--- config.mk ---
export PLATFORM = sky130hd
export DESIGN_NAME = itm_timer
export DESIGN_NICKNAME = d
export VERILOG_FILES = /design/src/hdl/itm_pkg.sv /design/src/hdl/itm_timer.sv
export VERILOG_INCLUDE_DIRS = /design/src /design/src/hdl
export SDC_FILE = /design/constraint.sdc
export NUM_CORES = 1
export LEC_CHECK = 0
export ABC_AREA = 1
export BUFFER_PORTS_ARGS = -buffer_cell sky130_fd_sc_hd__clkbuf_2
export CAP_MARGIN = 20
export CORE_ASPECT_RATIO = 1.1
export CORE_MARGIN = 4
export CORE_UTILIZATION = 60
export DETAILED_ROUTE_END_ITERATION = 8
export GPL_TIMING_DRIVEN = 1
export HOLD_SLACK_MARGIN = 0.08
export MAX_ROUTING_LAYER = met4
export PLACE_DENSITY_LB_ADDON = 0.12
export SETUP_SLACK_MARGIN = 0.3
export SLEW_MARGIN = 20
export SYNTH_ARGS = -nofsm -noshare
export SYNTH_HDL_FRONTEND = slang
export SYNTH_SLANG_ARGS = --single-unit
--- constraint.sdc ---
create_clock -name ref_clk_i -period 4.2 [get_ports ref_clk_i]
set_input_delay 0.63 -clock ref_clk_i [delete_from_list [all_inputs] [get_ports ref_clk_i]]
set_output_delay 0.63 -clock ref_clk_i [all_outputs]
set_load 0.01 [all_outputs]
--- src/hdl/itm_defines.svh ---
`ifndef ITM_DEFINES_SVH
`define ITM_DEFINES_SVH

// Register byte offsets
`define ITM_OFF_CTRL     6'h00
`define ITM_OFF_PERIOD   6'h04
`define ITM_OFF_COUNT    6'h08
`define ITM_OFF_STATUS   6'h0C
`define ITM_OFF_MASK     6'h10
`define ITM_OFF_PRIO     6'h14

// Control field positions
`define ITM_CTRL_ON      0
`define ITM_CTRL_CS      1
`define ITM_CTRL_SYNC    2
`define ITM_CTRL_GATE    3
`define ITM_CTRL_PS_LO   4
`define ITM_CTRL_EC_LO   6

// Status bits
`define ITM_ST_MATCH     0
`define ITM_ST_GATE      1

// Reset values
`define ITM_PERIOD_RST   16'hFFFF
`define ITM_CTRL_RST     8'h00

`endif

--- src/hdl/itm_pkg.sv ---
package itm_pkg;
    typedef struct packed {
        logic [1:0] ext_sel;
        logic [1:0] prescale_select;
        logic       gated_count_enable;
        logic       external_count_sync;
        logic       clock_source_select;
        logic       timer_on;
    } itm_ctrl_t;

    typedef struct packed {
        logic [5:0]  address;
        logic        read;
        logic        write;
        logic [31:0] writedata;
    } itm_av_req_t;

    typedef struct packed {
        logic [31:0] readdata;
        logic        waitrequest;
    } itm_av_rsp_t;

    typedef enum logic [1:0] {
        ITM_BUS_IDLE,
        ITM_BUS_ACK
    } itm_bus_t;
endpackage

--- src/hdl/itm_timer.sv ---
// Decided for this implementation: the Avalon-MM slave port and the register addresses.
`timescale 1ns/100ps
`default_nettype none
`include "itm_defines.svh"

// Overview of operation
// A 16-bit counter serving as RTC time base or free-running interval timer.
// Modes: internal timer, synchronous external counter, asynchronous external counter.
// Gate input enables counting; gate falling edge raises an interrupt.
// Counter equal to period value raises an interrupt.
// Two-bit prescale field divides the count clock before incrementing.
// Clock source bit, two-bit external clock choice and gate enable select operation.
// Sync bit set counts in step with system clock, clear counts asynchronously. The code ignores the sync bit and always counts the synchronised edge.
// Counting continues while the processor idles or sleeps.
// Software sets on, prescale, clocking, sync, period, then interrupt enable.
// After a period match the counter returns to zero on next count.
// In gated mode count only while gate is high, else hold.
module itm_timer (
    // Clock and reset
    input  wire logic                 ref_clk_i,
    input  wire logic                 rst_b_i,
    // Avalon-MM slave
    input  wire itm_pkg::itm_av_req_t av_req_i,
    output var  itm_pkg::itm_av_rsp_t av_rsp_o,
    // External pins
    input  wire logic [3:0]           ext_clk_i,
    input  wire logic                 gate_i,
    // Interrupt
    output logic                      irq_o,
    output logic [2:0]                irq_priority_o
);
    import itm_pkg::*;

    logic             rst_m_r;
    logic             rst_b_r;
    itm_ctrl_t        ctrl_r;
    logic [15:0]      period_value_r;
    logic [15:0]      count_r;
    logic [1:0]       status_r;
    logic [1:0]       mask_r;
    logic [2:0]       prio_r;
    logic [3:0]       ext_m_r;
    logic [3:0]       ext_s_r;
    logic             ext_d_r;
    logic             gate_m_r;
    logic             gate_s_r;
    logic             gate_d_r;
    logic [7:0]       pre_r;
    logic             tick;
    logic             src_edge;
    logic             pre_done;
    logic             cnt_en;
    logic             ext_sel;
    logic             gate_fall;
    logic             match_evt;
    logic [7:0]       pre_lim;
    itm_bus_t         bus_r;
    logic             wr_acc;
    logic             rd_acc;
    logic [31:0]      rd_data;
    logic [1:0]       w1c;

    // Reset release through two flops
    always_ff @(posedge ref_clk_i or negedge rst_b_i) begin
        if (!rst_b_i) begin
            rst_m_r <= 1'b0;
            rst_b_r <= 1'b0;
        end else begin
            rst_m_r <= 1'b1;
            rst_b_r <= rst_m_r;
        end
    end

    // Pin synchronisers, second stage feeds logic
    always_ff @(posedge ref_clk_i or negedge rst_b_r) begin
        if (!rst_b_r) begin
            ext_m_r  <= 4'h0;
            ext_s_r  <= 4'h0;
            ext_d_r  <= 1'b0;
            gate_m_r <= 1'b0;
            gate_s_r <= 1'b0;
            gate_d_r <= 1'b0;
        end else begin
            ext_m_r  <= ext_clk_i;
            ext_s_r  <= ext_m_r;
            ext_d_r  <= ext_sel;
            gate_m_r <= gate_i;
            gate_s_r <= gate_m_r;
            gate_d_r <= gate_s_r;
        end
    end

    // Source and prescale selection
    always_comb begin
        ext_sel = ext_s_r[ctrl_r.ext_sel];
        case (ctrl_r.prescale_select)
            2'h0:    pre_lim = 8'h00;
            2'h1:    pre_lim = 8'h07;
            2'h2:    pre_lim = 8'h3F;
            default: pre_lim = 8'hFF;
        endcase
        // External edge; async mode uses the same synchronised edge in this single-clock build
        src_edge  = ext_sel & ~ext_d_r; // see
        tick      = ctrl_r.clock_source_select ? src_edge : 1'b1;
        pre_done  = (pre_r == pre_lim);
        cnt_en    = ctrl_r.timer_on & tick & pre_done
                  & (~ctrl_r.gated_count_enable | gate_s_r);
        gate_fall = ctrl_r.timer_on & ctrl_r.gated_count_enable
                  & gate_d_r & ~gate_s_r;
        match_evt = cnt_en & (count_r == period_value_r);
    end

    // Prescaler counter, no power state stops it, restarts on a control write
    always_ff @(posedge ref_clk_i or negedge rst_b_r) begin
        if (!rst_b_r) begin
            pre_r <= 8'h00;
        end else if (wr_acc && av_req_i.address == `ITM_OFF_CTRL) begin
            pre_r <= 8'h00; // New ratio never starts above its limit
        end else if (!ctrl_r.timer_on) begin
            pre_r <= 8'h00;
        end else if (tick) begin
            pre_r <= pre_done ? 8'h00 : pre_r + 8'h01; // see
        end
    end

    // Main 16-bit counter, wraps to zero on the count after it equals the period
    always_ff @(posedge ref_clk_i or negedge rst_b_r) begin
        if (!rst_b_r) begin
            count_r <= 16'h0000;
        end else if (wr_acc && av_req_i.address == `ITM_OFF_COUNT) begin
            count_r <= av_req_i.writedata[15:0];
        end else if (cnt_en) begin
            if (count_r == period_value_r) begin
                count_r <= 16'h0000;
            end else begin
                count_r <= count_r + 16'h0001;
            end
        end
    end

    // Bus handshake, one wait state per access
    assign wr_acc = (bus_r == ITM_BUS_ACK) && av_req_i.write;
    assign rd_acc = (bus_r == ITM_BUS_ACK) && av_req_i.read;

    always_ff @(posedge ref_clk_i or negedge rst_b_r) begin
        if (!rst_b_r) begin
            bus_r <= ITM_BUS_IDLE;
        end else begin
            case (bus_r)
                ITM_BUS_IDLE: bus_r <= (av_req_i.read | av_req_i.write) ? ITM_BUS_ACK
                                                                        : ITM_BUS_IDLE;
                ITM_BUS_ACK:  bus_r <= ITM_BUS_IDLE;
                default:      bus_r <= ITM_BUS_IDLE;
            endcase
        end
    end

    // Control, period, mask and priority registers
    always_ff @(posedge ref_clk_i or negedge rst_b_r) begin
        if (!rst_b_r) begin
            ctrl_r         <= `ITM_CTRL_RST;
            period_value_r <= `ITM_PERIOD_RST;
            mask_r         <= 2'h0;
            prio_r         <= 3'h0;
        end else if (wr_acc) begin
            case (av_req_i.address)
                6'(`ITM_OFF_CTRL):   ctrl_r         <= av_req_i.writedata[7:0];
                6'(`ITM_OFF_PERIOD): period_value_r <= av_req_i.writedata[15:0];
                6'(`ITM_OFF_MASK):   mask_r         <= av_req_i.writedata[1:0];
                6'(`ITM_OFF_PRIO):   prio_r         <= av_req_i.writedata[2:0];
                default:             ;
            endcase
        end
    end

    // Sticky status, set wins over write-one-to-clear
    assign w1c = (wr_acc && av_req_i.address == 6'(`ITM_OFF_STATUS))
               ? av_req_i.writedata[1:0] : 2'h0;

    always_ff @(posedge ref_clk_i or negedge rst_b_r) begin
        if (!rst_b_r) begin
            status_r <= 2'h0;
        end else begin
            status_r[`ITM_ST_MATCH] <= match_evt
                | (status_r[`ITM_ST_MATCH] & ~w1c[`ITM_ST_MATCH]);
            status_r[`ITM_ST_GATE]  <= gate_fall
                | (status_r[`ITM_ST_GATE] & ~w1c[`ITM_ST_GATE]);
        end
    end

    // Read data mux
    always_comb begin
        case (av_req_i.address)
            6'(`ITM_OFF_CTRL):   rd_data = {24'h000000, ctrl_r};
            6'(`ITM_OFF_PERIOD): rd_data = {16'h0000, period_value_r};
            6'(`ITM_OFF_COUNT):  rd_data = {16'h0000, count_r};
            6'(`ITM_OFF_STATUS): rd_data = {30'h00000000, status_r};
            6'(`ITM_OFF_MASK):   rd_data = {30'h00000000, mask_r};
            6'(`ITM_OFF_PRIO):   rd_data = {29'h00000000, prio_r};
            default:             rd_data = 32'h00000000;
        endcase
    end

    // Registered bus outputs and interrupt
    always_ff @(posedge ref_clk_i or negedge rst_b_r) begin
        if (!rst_b_r) begin
            av_rsp_o       <= '{readdata: 32'h00000000, waitrequest: 1'b1};
            irq_o          <= 1'b0;
            irq_priority_o <= 3'h0;
        end else begin
            av_rsp_o.waitrequest <= !((bus_r == ITM_BUS_IDLE)
                                      && (av_req_i.read | av_req_i.write));
            av_rsp_o.readdata    <= (bus_r == ITM_BUS_IDLE && av_req_i.read)
                                    ? rd_data : av_rsp_o.readdata;
            irq_o                <= |(status_r & mask_r); // see
            irq_priority_o       <= prio_r;
        end
    end
endmodule
`default_nettype wire

Word level (Yosys, flattened, before mapping)
Index checks and enable logic that the tools add are counted.
{ "word_totals": {"reg_bits": 108, "input_bits": 47, "out_inout_bits": 37, "word_cells": 90} }
{ "classes": {"add_sub_neg": 2, "magnitude_cmp": 1, "n_eq_ne": 11, "muxes": 15, "n_bitwise": 20, "reduce_logical": 16} }
{ "ops": {"columns": ["cell", "n"], "rows": [
  ["case mux 16 bit (6 select lines)", 1],
  ["2-to-1 mux 16 bit", 3],
  ["2-to-1 mux 8 bit", 4],
  ["case mux 8 bit (3 select lines)", 1],
  ["adder 16 x 1 -> 16 bit (second input constant)", 1],
  ["equality test 16 bit", 1],
  ["equality test 6 x 4 -> 1 bit (second input constant)", 2],
  ["equality test 6 x 5 -> 1 bit (second input constant)", 2],
  ["bitwise AND 1 bit", 10],
  ["adder 8 x 1 -> 8 bit (second input constant)", 1],
  ["equality test 8 bit", 1],
  ["AND reduction 2 bit", 4],
  ["equality test 6 x 3 -> 1 bit (second input constant)", 1],
  ["logical AND 1 bit", 6],
  ["logical NOT 6 bit", 1],
  ["inverter 1 bit", 5],
  ["equality test 2 x 1 -> 1 bit (second input constant)", 2],
  ["logical NOT 2 bit", 2],
  ["2-to-1 mux 1 bit", 4],
  ["bitwise OR 1 bit", 4],
  ["< comparator 2 x 3 -> 1 bit (second input constant)", 1],
  ["!= test 3 x 1 -> 1 bit (second input constant)", 1],
  ["bitwise AND 2 bit", 1],
  ["binary-select mux 1 bit (select 2 bit)", 1],
  ["other kinds (5)", 5]
]} }

Depth between registers and ports, before layout
Gate-level depths: netlist of run 1.
{ "logic_depth": {"depth_word": 9, "mapped_depth": 13, "depth_no_buf": 11} }

Worst setup path after synthesis of run 1
No wires, ideal clock.
{ "synth_path": {"path_type": "input-to-reg", "start": "in av_req_i[35] (netlist bit)", "end": "reg count_r[11]", "setup_time_ps": 117, "arrival_ps": 1568, "required_ps": 4083, "slack_ps": 2515, "stages": 11, "path_buffers": 1, "path_cell_list": "nor2_4 -> inv_2 -> nor3_2 -> nand2_2 -> clkinv_2 -> nand2_4 -> buf_2 -> nand3_1 -> nand2_1 -> nand2_1 -> nand2_1"} }
{ "synth_via": {"elab_chain_cells": 3, "word_cells_on_any_way": 4, "cone_classes": "eq/ne: 1; mux: 1; reduce/logical: 2"} }
{ "synth_rtl": {"columns": ["element", "line_no", "source"], "rows": [
  ["start, declared", "itm_timer.sv:23", "input wire itm_pkg::itm_av_req_t av_req_i,"],
  ["equality test 6 x 4 -> 1 bit *", null, null],
  ["logical AND 1 bit (no source line) *", null, null],
  ["2-to-1 mux 16 bit / nonzero test 2 bit (equally long branches)", null, null],
  ["end signal, assigned", "itm_timer.sv:131", "count_r <= av_req_i.writedata[15:0];"],
  ["end signal, assigned", "itm_timer.sv:136", "count_r <= count_r + 16'h0001;"],
  ["end, declared", "itm_timer.sv:38", "logic [15:0] count_r;"]
]} }
Every way passes the cells marked *; elsewhere a longest branch is shown, timed or not.
A chain may end at the register's enable or synchronous reset.

Final worst setup path of run 1
{ "layout_path": {"start": "in av_req_i[35] (netlist bit)", "end": "reg period_value_r[9]"} }
{ "layout_via": {"elab_chain_cells": 2} }
{ "layout_rtl": {"columns": ["element", "line_no", "source"], "rows": [
  ["equality test 6 x 3 -> 1 bit", "itm_timer.sv:166", "case (av_req_i.address)"],
  ["AND reduction 2 bit (no source line)", null, null],
  ["end signal, assigned", "itm_timer.sv:162", "period_value_r <= `ITM_PERIOD_RST;"],
  ["end signal, assigned", "itm_timer.sv:168", "6'(`ITM_OFF_PERIOD): period_value_r <= av_req_i.writedata[15:0];"],
  ["end, declared", "itm_timer.sv:37", "logic [15:0] period_value_r;"]
]} }
No other way between the ends.

==> summary by stage, run 1 <==
Yosys
Among all flip-flop cells after synthesis, the most frequent one is dfrtp_1. The synthesized instance count is 658. After synthesis, the mean cell area works out to 7.47 µm². The leading area contributor after synthesis is dfrtp_1. Yosys attributes the largest share of cell area to dfrtp_1, nand2_1, dfstp_2. Counting flops with an async set or reset pin after synthesis yields a share of 100%.

The portion of synthesized cell area occupied by the leading cell type is 37.7%. Of the synthesized area, sequential elements account for 46.8%. The number of flops mapped to enable cells by yosys is 0. The mapped netlist covers 0.00491 mm². The synthesis warning total is 0. The flop and latch count out of synthesis is 91. The number of library cell types mapped by synthesis is 35.

GRT
The wire length of the first global-routing pass is 18,900 µm. The number of global-route vias before repair is 4,063. The largest net degree at the start of global routing is 90. Global routing finished with a remaining overflow of 0. The number of antenna violations at the first check in global routing was 0. Across every metal layer, demand over resource in global routing totals between 20 and 30%.

Run
The number of max-capacitance violations reported is 0.

Floorplanning
Once the floorplan was initialized, standard cells occupied 61.7% of the core. Row generation in the floorplan step produced 34 rows. 84 I/O pins were placed.

The die is 103 µm tall. In this run the horizontal extent of the chip is 94.3 µm. In this run the standard cell core region covers approximately 0.0080 mm².

The area of the die is 0.00970 mm².

Worst setup path
The terminus of the critical flop-to-flop path is count_r[5]$_DFFE_PN0P_. The arrival time of the worst setup path is 2.39 ns. The worst setup slack for register-to-register paths is 2.29 ns. The worst setup path is captured at a flip-flop. The kind of launch point of the worst setup path is an input pin. At the worst endpoint, the required time is 4.49 ns. In this run the critical register-to-register path is launched from ctrl_r[6]$_DFFE_PN0P_.

In this run the worst path has a maximum fanout of 22. The critical path class is in -> reg. The depth of the most critical reg-to-reg path is 9.

Timing
Measured against its own limit, the worst slew margin works out to 50.5%. Setup repair after global routing left no endpoint under its margin. The final number of max-transition violations was 0. The tightest hold path in the finished design has a slack of 0.261 ns.

The number of endpoints with negative hold slack in the final report is 0. For the final routed database, the setup TNS stands at 0 ns. The time the worst path needs with I/O delays and setup is around 2.1 ns. The slew at the pin with the worst max-slew slack is 0.741 ns. Clock skew on the completed layout was measured at 0.00913 ns.

In the finished design, the share of the clock period the worst path needs comes to 50.0%. The total setup violations reported at the end of the flow is 0. The top achievable clock speed is approximately 480 MHz.

Power and ir drop
IR analysis of the VDD net gives a maximum drop of 204 µV. The cell leakage power is 2.85 nW. The ratio of total power to cell area is 339 mW/mm². The total power draw is ~1.8 mW.

Finish
The final-layout fill cell count is 702. Cells with a size suffix above 1 make up between 15 and 20% of the layout. Compared with the post-synthesis result, the final layout area differs by 10.6%.

At the end of the flow, the number of nets in the layout was 756. The repair_antennas step left the layout with diodes totalling 0.

Drt
The first routing iteration left around 250 violations. The detail route stage leaves a number of antenna-violating nets equal to 0. The detailed router placed 4,378 vias in this run.

The post-detailed-route wirelength per cell is roughly 14 µm. Using the TritonRoute via totals, the vias-per-cell ratio works out to 5.34. The number of iterations in the first detailed-routing pass is 5. After detailed routing, the number of remaining DRC violations is 0. Wires add up to 11,500 µm.

Clocking
The CTS tree is done. The clock network latency to the later pin of the worst-skew pair is ~0.37 ns. Buffers inserted to repair hold after CTS numbered 1. The number of post-CTS setup repair buffers is 0.

The post-cts sizing count is 0. After clock tree synthesis, the clock-pin slew on the worst setup and hold paths is 0.09 ns. The clock tree root buffer cell is clkbuf_8. The number of levels the H-tree was split into is 3. The sink count of the clock tree is 91.

TritonCTS created 9 clock buffers. The clock passes through at most 2 buffers.

Outcome
The run finished with clean final reports.

Placed design
At the end of routability-driven placement, the weighted congestion stood at 0.890. The count of input and output buffers is around 50. The HPWL after detailed placement is 8100 µm.

Worst hold path
The worst hold path belongs to the class reg -> async.
## report_power, final
part	internal (mW)	switching, mW	leakage [nW]
sequential	0.941	0.0367	1.11
combinational	0.0677	0.130	1.63
clock	0.341	0.322	0.116
total	1.35	0.489	2.85
## cell families (layout without fill, tap and decap cells)
group                    count (synthesis)  in the layout  synth area share (%)
buffers and inverters                  108            147                  10.2
XOR/XNOR                                 8              8                  1.43
AND/OR/NAND/NOR                        370            370                  32.4
AO/OA/AOI/OAI                           77             77                  8.48
other                                    2             17                 0.153
flip-flops                              91             91                  46.8
adder cells (fa/ha/maj)                  2              2                 0.509
## state kept, by name, indices dropped and copies added, names as in the netlist, 2 cells and up
| name | flops |
|---|---|
| av_rsp_o | 17 |
| count_r | 16 |
| period_value_r | 16 |
| ctrl_r | 8 |
| pre_r | 8 |
| ext_m_r | 4 |
| ext_s_r | 4 |
| irq_priority_o | 3 |
| prio_r | 3 |
| mask_r | 2 |
| status_r | 2 |
## metrics by stage
| stage | setup slack, ns | cells | cell area [µm²] | util, % |
|---|---|---|---|---|
| 6_report | 2.10 | 820 | 5430 | 68.3 |
| 2_1_floorplan | 1.51 | 673 | 4970 | - |
| 3_5_place_dp | 1.48 | 801 | 5160 | 64.8 |
| 3_3_place_gp | 1.55 | 801 | 5160 | 64.8 |
| 4_1_cts | 1.87 | 818 | 5390 | 67.7 |
| 5_1_grt | 1.98 | 820 | 5430 | 68.3 |
## cell usage after synthesis, types with 4 or more instances
master,count
a21oi_1,21
buf_2,9
buf_4,16
dfrtp_1,74
dfstp_2,17
inv_1,64
inv_2,10
nand2_1,226
nand2_2,4
nand3_1,45
nand4_1,8
nor2_1,63
nor2_4,4
nor3_1,5
o21ai_0,27
o21ai_1,7
o22ai_1,20
xor2_1,8
## worst max-delay path, stage by stage
cell	delay, ns
clkbuf_2	0.10
nor2_4	0.16
inv_2	0.06
nor2_1	0.12
nand2_1	0.45
inv_2	0.14
nand2_1	0.29
buf_8	0.28
a21oi_1	0.16
## layout make-up
class / count / area, µm² / area share (%)
Multi-Input combinational cell: 474 / 2170 / 39.9
Inverter: 76 / 289 / 5.32
Sequential cell: 91 / 2300 / 42.4
Clock buffer: 9 / 124 / 2.28
Clock inverter: 7 / 98.8 / 1.82
Tap cell: 108 / 135 / 2.49
Timing Repair Buffer: 55 / 315 / 5.81
## routing by layer
layer / GRT usage [%] / wire (µm) / share of wire (%)
met5: - / 0 / 0
met4: 9.33 / 253 / 2.2
met3: 4.09 / 688 / 6.0
met2: 42.4 / 5730 / 50
met1: 32.4 / 4860 / 42
## worst max path at each step
stage	endpoint	startpoint	cells after the start	slack, ns
finish	period_value_r[9]$_DFFE_PN1P_	av_req_i[35]	9	2.10
global placement	period_value_r[8]$_DFFE_PN1P_	av_req_i[35]	9	1.55
global route	period_value_r[8]$_DFFE_PN1P_	av_req_i[35]	10	1.98
CTS	period_value_r[7]$_DFFE_PN1P_	av_req_i[35]	9	1.87
floorplan	av_rsp_o[10]$_DFFE_PN0P_	rst_b_r$_DFF_PN0_	0	1.51
detailed placement	period_value_r[2]$_DFFE_PN1P_	av_req_i[35]	9	1.48
## placed cells by master, fill, tap and decap left out
master / synthesis / final
o21ai_1: 7 / 7
or2_2: 2 / 2
inv_2: 10 / 10
ha_1: 2 / 2
a21oi_2: 1 / 1
bufinv_16: 0 / 2
conb_1: 2 / 17
nand3_2: 3 / 3
nor2_1: 63 / 63
inv_8: 0 / 1
nand2_2: 4 / 4
buf_4: 16 / 1
buf_8: 0 / 1
dfrtp_1: 74 / 73
nand4_1: 8 / 8
inv_1: 64 / 64
dfstp_2: 17 / 17
o21a_1: 1 / 1
nand2_1: 226 / 226
dlygate4sd3_1: 0 / 1
o22ai_1: 20 / 20
nor2_2: 3 / 3
o21ai_0: 27 / 27
clkbuf_8: 0 / 9
nand3b_1: 2 / 2
nand4_4: 1 / 1
inv_6: 0 / 2
inv_4: 1 / 1
nor3_2: 1 / 1
clkbuf_2: 0 / 51
nor3_1: 5 / 5
nand3_1: 45 / 45
a21oi_1: 21 / 21
xor2_1: 8 / 8
clkinv_2: 1 / 3
dfrtp_4: 0 / 1
nand2_4: 2 / 2
buf_16: 0 / 1
nor2_4: 4 / 4
and2_1: 1 / 1
Note: power is estimated with default switching activity, not from simulation.
==> run 2: changes to the inputs <==
ABC_AREA = 0   (was 1)
CORE_UTILIZATION = 56   (was 60)
clock period = 2.14 ns   (was 4.2 ns; I/O delays follow)
==> summary by stage, run 2 <==
Worst hold path
The source of the worst hold timing path is av_req_i[9]. Counting instances, the worst hold path has a depth of 2. The kind of path behind the tightest hold check is in -> reg.

For hold timing, the worst endpoint is period_value_r[9]$_DFFE_PN1P_.

Worst setup path
The depth of the most critical reg-to-reg path is 7 (-2). The kind of launch point of the worst setup path is a flip-flop. The most critical setup path has its startpoint at ctrl_r[5]$_DFFE_PN0P_. The critical path goes through or4_4, nor3_4, o22ai_4, or3_4, buf_4, or3_1, a31oi_1. The stage delay of the slowest cell on the critical path is 0.54 ns (+0.09 ns).

The required time of the critical path is 2.41 ns (-2.08 ns). The slowest cell on the critical path is or4_4. The worst setup slack for register-to-register paths is -0.27 ns (-2.56 ns). The highest fanout seen on the critical path is 7 (-68%).

The arrival time of the worst setup path came to 2.68 ns (+0.29 ns). The count of buffer and inverter cells on the critical path came to 1 (-3). The startpoint identified for the worst register-to-register timing path is ctrl_r[5]$_DFFE_PN0P_. The worst setup path is captured at a flip-flop. The critical path class is reg -> reg. The cell family contributing the most delay on the critical path is simple AND/OR/NAND/NOR gates. The worst register-to-register path ends at count_r[0]$_DFFE_PN0P_.

Drt
The total via count after detailed routing came to 3,650 (-17%). The count of nets left with antenna violations after detail routing is 0 (unchanged). The post-detailed-route DRC marker count is 0 (unchanged). The wire length reported by the detailed router is 10,400 µm (-10%).

The vias per cell is 5.71 (+7.0%). The post-detailed-route wirelength per cell came to 16.2 µm (+15%). The detailed router's first-iteration violation count is 278 (+10%).

The number of iterations in the first detailed-routing pass is 5 (unchanged).

GRT
The largest net degree at the start of global routing is 52 (-42%). The number of antenna violations at the first check in global routing is 0 (unchanged). The number of global-route vias before repair was 3,476 (-14%).

The global routing usage summed across all routing layers is 23.4% (-2.3 points). The wire length of the first global-routing pass is 17,200 µm (-8.8%). The overall overflow remaining after global route is 0 (unchanged).

Timing
Setup repair after global routing could not meet its margin everywhere. The slew at the pin with the worst max-slew slack is 0.518 ns (-0.223 ns). The post-route worst setup slack is -0.271 ns (-2.37 ns).

Subtracting the final worst setup slack from the clock period gives 2.41 ns. The max-slew headroom at the worst pin is 65.5% (+15 points). The clock skew is 0.0163 ns (+0.00721 ns). The final number of max-transition violations is 0 (unchanged). The final cycle utilization of the critical path is 113%.

The number of endpoints with negative hold slack in the final report was 0 (unchanged). The minimum hold slack was 0.198 ns (-0.0633 ns). The total setup violations reported at the end of the flow is 17 (+17).

The top achievable clock speed is 415 MHz.

Yosys
The number of flops mapped to enable cells by yosys is 0 (unchanged). The async set-reset flop share out of synthesis is 100% (unchanged). The cell with the most instances after synthesis is dfrtp_1. By count the netlist is led by dfrtp_1, nor2_1, nand2_1. The leading area contributor after synthesis is dfrtp_1.

After synthesis, the cell types taking the most area are dfrtp_1, dfstp_2, mux2_2. The synthesized instance count came to 439 (-33%). The average cell area after synthesis is 10.4 µm² (+39%). The sequential area share after synthesis is 50.6% (+3.8 points). The flop and latch count out of synthesis is 91 (unchanged). The number of library cell types mapped by synthesis came to 52 (+49%). The most instantiated flip-flop cell in the synthesis netlist is dfrtp_1. The portion of synthesized cell area occupied by the leading cell type was 40.7% (+3.0 points).

The summed instance area of the synthesized netlist is 0.00455 mm² (-7.4%). The synthesis warning total is 0 (unchanged).

Power and ir drop
The peak ir drop on the vdd network is 432 µV (+110%). The cell leakage power is 2.38 nW (-16%). The ratio of total power to cell area came to 801 mW/mm² (+140%). The total power draw is 4.40 mW (+140%).

Outcome
The run finished, with violations left. The final reports fail on negative setup slack.

Finish
In the final layout, the registers with the most flip-flops are av_rsp_o x17, count_r x16, period_value_r x16. The most common library cell in the layout ignoring fill and taps is dfrtp_1. The final non-filler cell area came to 0.00549 mm² (+0.99%). The register name with the most flops is av_rsp_o.

The post-synthesis to final-layout area growth is 20.6%. The count of antenna diodes in the layout is 0 (unchanged). The share of final-layout standard cells stronger than drive strength 1 was 34.1% (+17 points). The number of flip-flops in the largest register is 17 (unchanged). The number of nets in the finished design is 575 (-24%). Leaving out fill and tap cells, the most frequent cells in the layout are dfrtp_1, clkbuf_2, buf_4. The fraction of the core area covered by cells at the end of the flow is 69.3% (+1.0 points). The final-layout fill cell count was 625 (-11%).

Placed design
The placed wire-length estimate is 7180 µm (-11%). The post-placement worst setup slack was -0.324 ns (-1.80 ns). The routability congestion estimate is 0.905 (+1.7%). The post-place instance area is 0.00508 mm² (-1.4%). The count of input and output buffers is 51 (unchanged).

Floorplanning
The I/O pin total was 84 (unchanged). The overall die width is 93.9 µm (-0.38%). The floorplan core area was 0.00791 mm² (-0.53%).

The starting density of the core is 57.5% (-4.3 points). The total number of placement rows is 34 (unchanged). The die span in y is 103 µm (-0.38%). The area of the die is 0.00963 mm² (-0.76%).

Clocking
The number of levels the H-tree was split into came to 3 (unchanged). The clock tree root buffer cell is clkbuf_8. The clock tree buffer depth is 2 (unchanged).

The register clock-pin slew on the reported worst setup and hold paths is 0.10 ns (about the same). The sink count of the clock tree is 91 (unchanged). The clock network latency to the later pin of the worst-skew pair is 0.36 ns (about the same). The CTS tree is done. The number of buffers added by the clock tree synthesis step is 9 (unchanged).

Run
The number of max-capacitance violations reported is 0 (unchanged).
==> run 2: changes by cell type after synthesis, sizes merged, moves of 18 or more <==
| cell | change |
|---|---|
| nand3 | -35 |
| inv | -72 |
| xnor2 | +20 |
| nor2 | -28 |
| clkbuf | +18 |
| nand2 | -194 |
| o22ai | -19 |
| a31oi | +18 |
| mux2 | +29 |
==> run 2: routing by layer <==
layer	part of all wire (%)	up-vias	global-route usage [%]
met3	4.7	20	2.63
met4	1.9	0	8.78
li1	-	1733	-
met1	44	1788	31.3
met5	0	-	-
met2	49	109	37.2
==> run 2: logic make-up (layout without fill, tap and decap cells) <==
| kind of cell | count (synthesis) | in the layout | share of synthesized area, % |
|---|---|---|---|
| XOR/XNOR | 20 | 20 | 3.85 |
| AO/OA/AOI/OAI | 88 | 88 | 12.5 |
| flip-flops | 91 | 91 | 50.6 |
| adder cells (fa/ha/maj) | 2 | 2 | 0.550 |
| multiplexers | 41 | 41 | 10.1 |
| AND/OR/NAND/NOR | 151 | 153 | 17.0 |
| buffers and inverters | 44 | 119 | 5.31 |
| other | 2 | 17 | 0.165 |
==> run 2: per-stage QoR <==
stage               TNS [ns]  std cells
floorplan              -3.48        454
global placement       -3.13        608
detailed placement     -3.89        608
CTS                    -2.80        638
global route           -5.24        639
finish                 -3.69        639
==> run 2: worst max path at each step <==
stage	slack, ns	to	cells after the start
floorplan	-0.30	count_r[9]$_DFFE_PN0P_	7
global placement	-0.26	count_r[9]$_DFFE_PN0P_	6
detailed placement	-0.32	count_r[2]$_DFFE_PN0P_	6
CTS	-0.25	count_r[2]$_DFFE_PN0P_	6
global route	-0.37	count_r[14]$_DFFE_PN0P_	7
finish	-0.27	count_r[0]$_DFFE_PN0P_	7
==> run 2: area by class of cell <==
type                    count  area (µm²)  share of cell area (%)
flip-flops and latches     91        2300                    42.0
multi-input cells         321        2180                    39.8
repair buffers            100         662                    12.1
well taps                 108         135                    2.46
clock buffers              10         128                    2.33
clock inverters             6        66.3                    1.21
inverters                   3        11.3                   0.205
==> run 2: power breakdown <==
group,leakage (nW),switching (mW),internal (mW)
registers,1.11,0.292,1.95
clock network,0.0885,0.603,0.540
logic,1.19,0.497,0.511
total,2.38,1.39,3.00
==> run 2: timing repair <==
item,4_1_cts,5_1_grt
hold buffers,6,0
hold endpoints to repair,7,0
buffers inserted,6,1
pin swaps,3,11
gates cloned,2,0
gates resized for setup,6,16
setup endpoints to repair,22,23
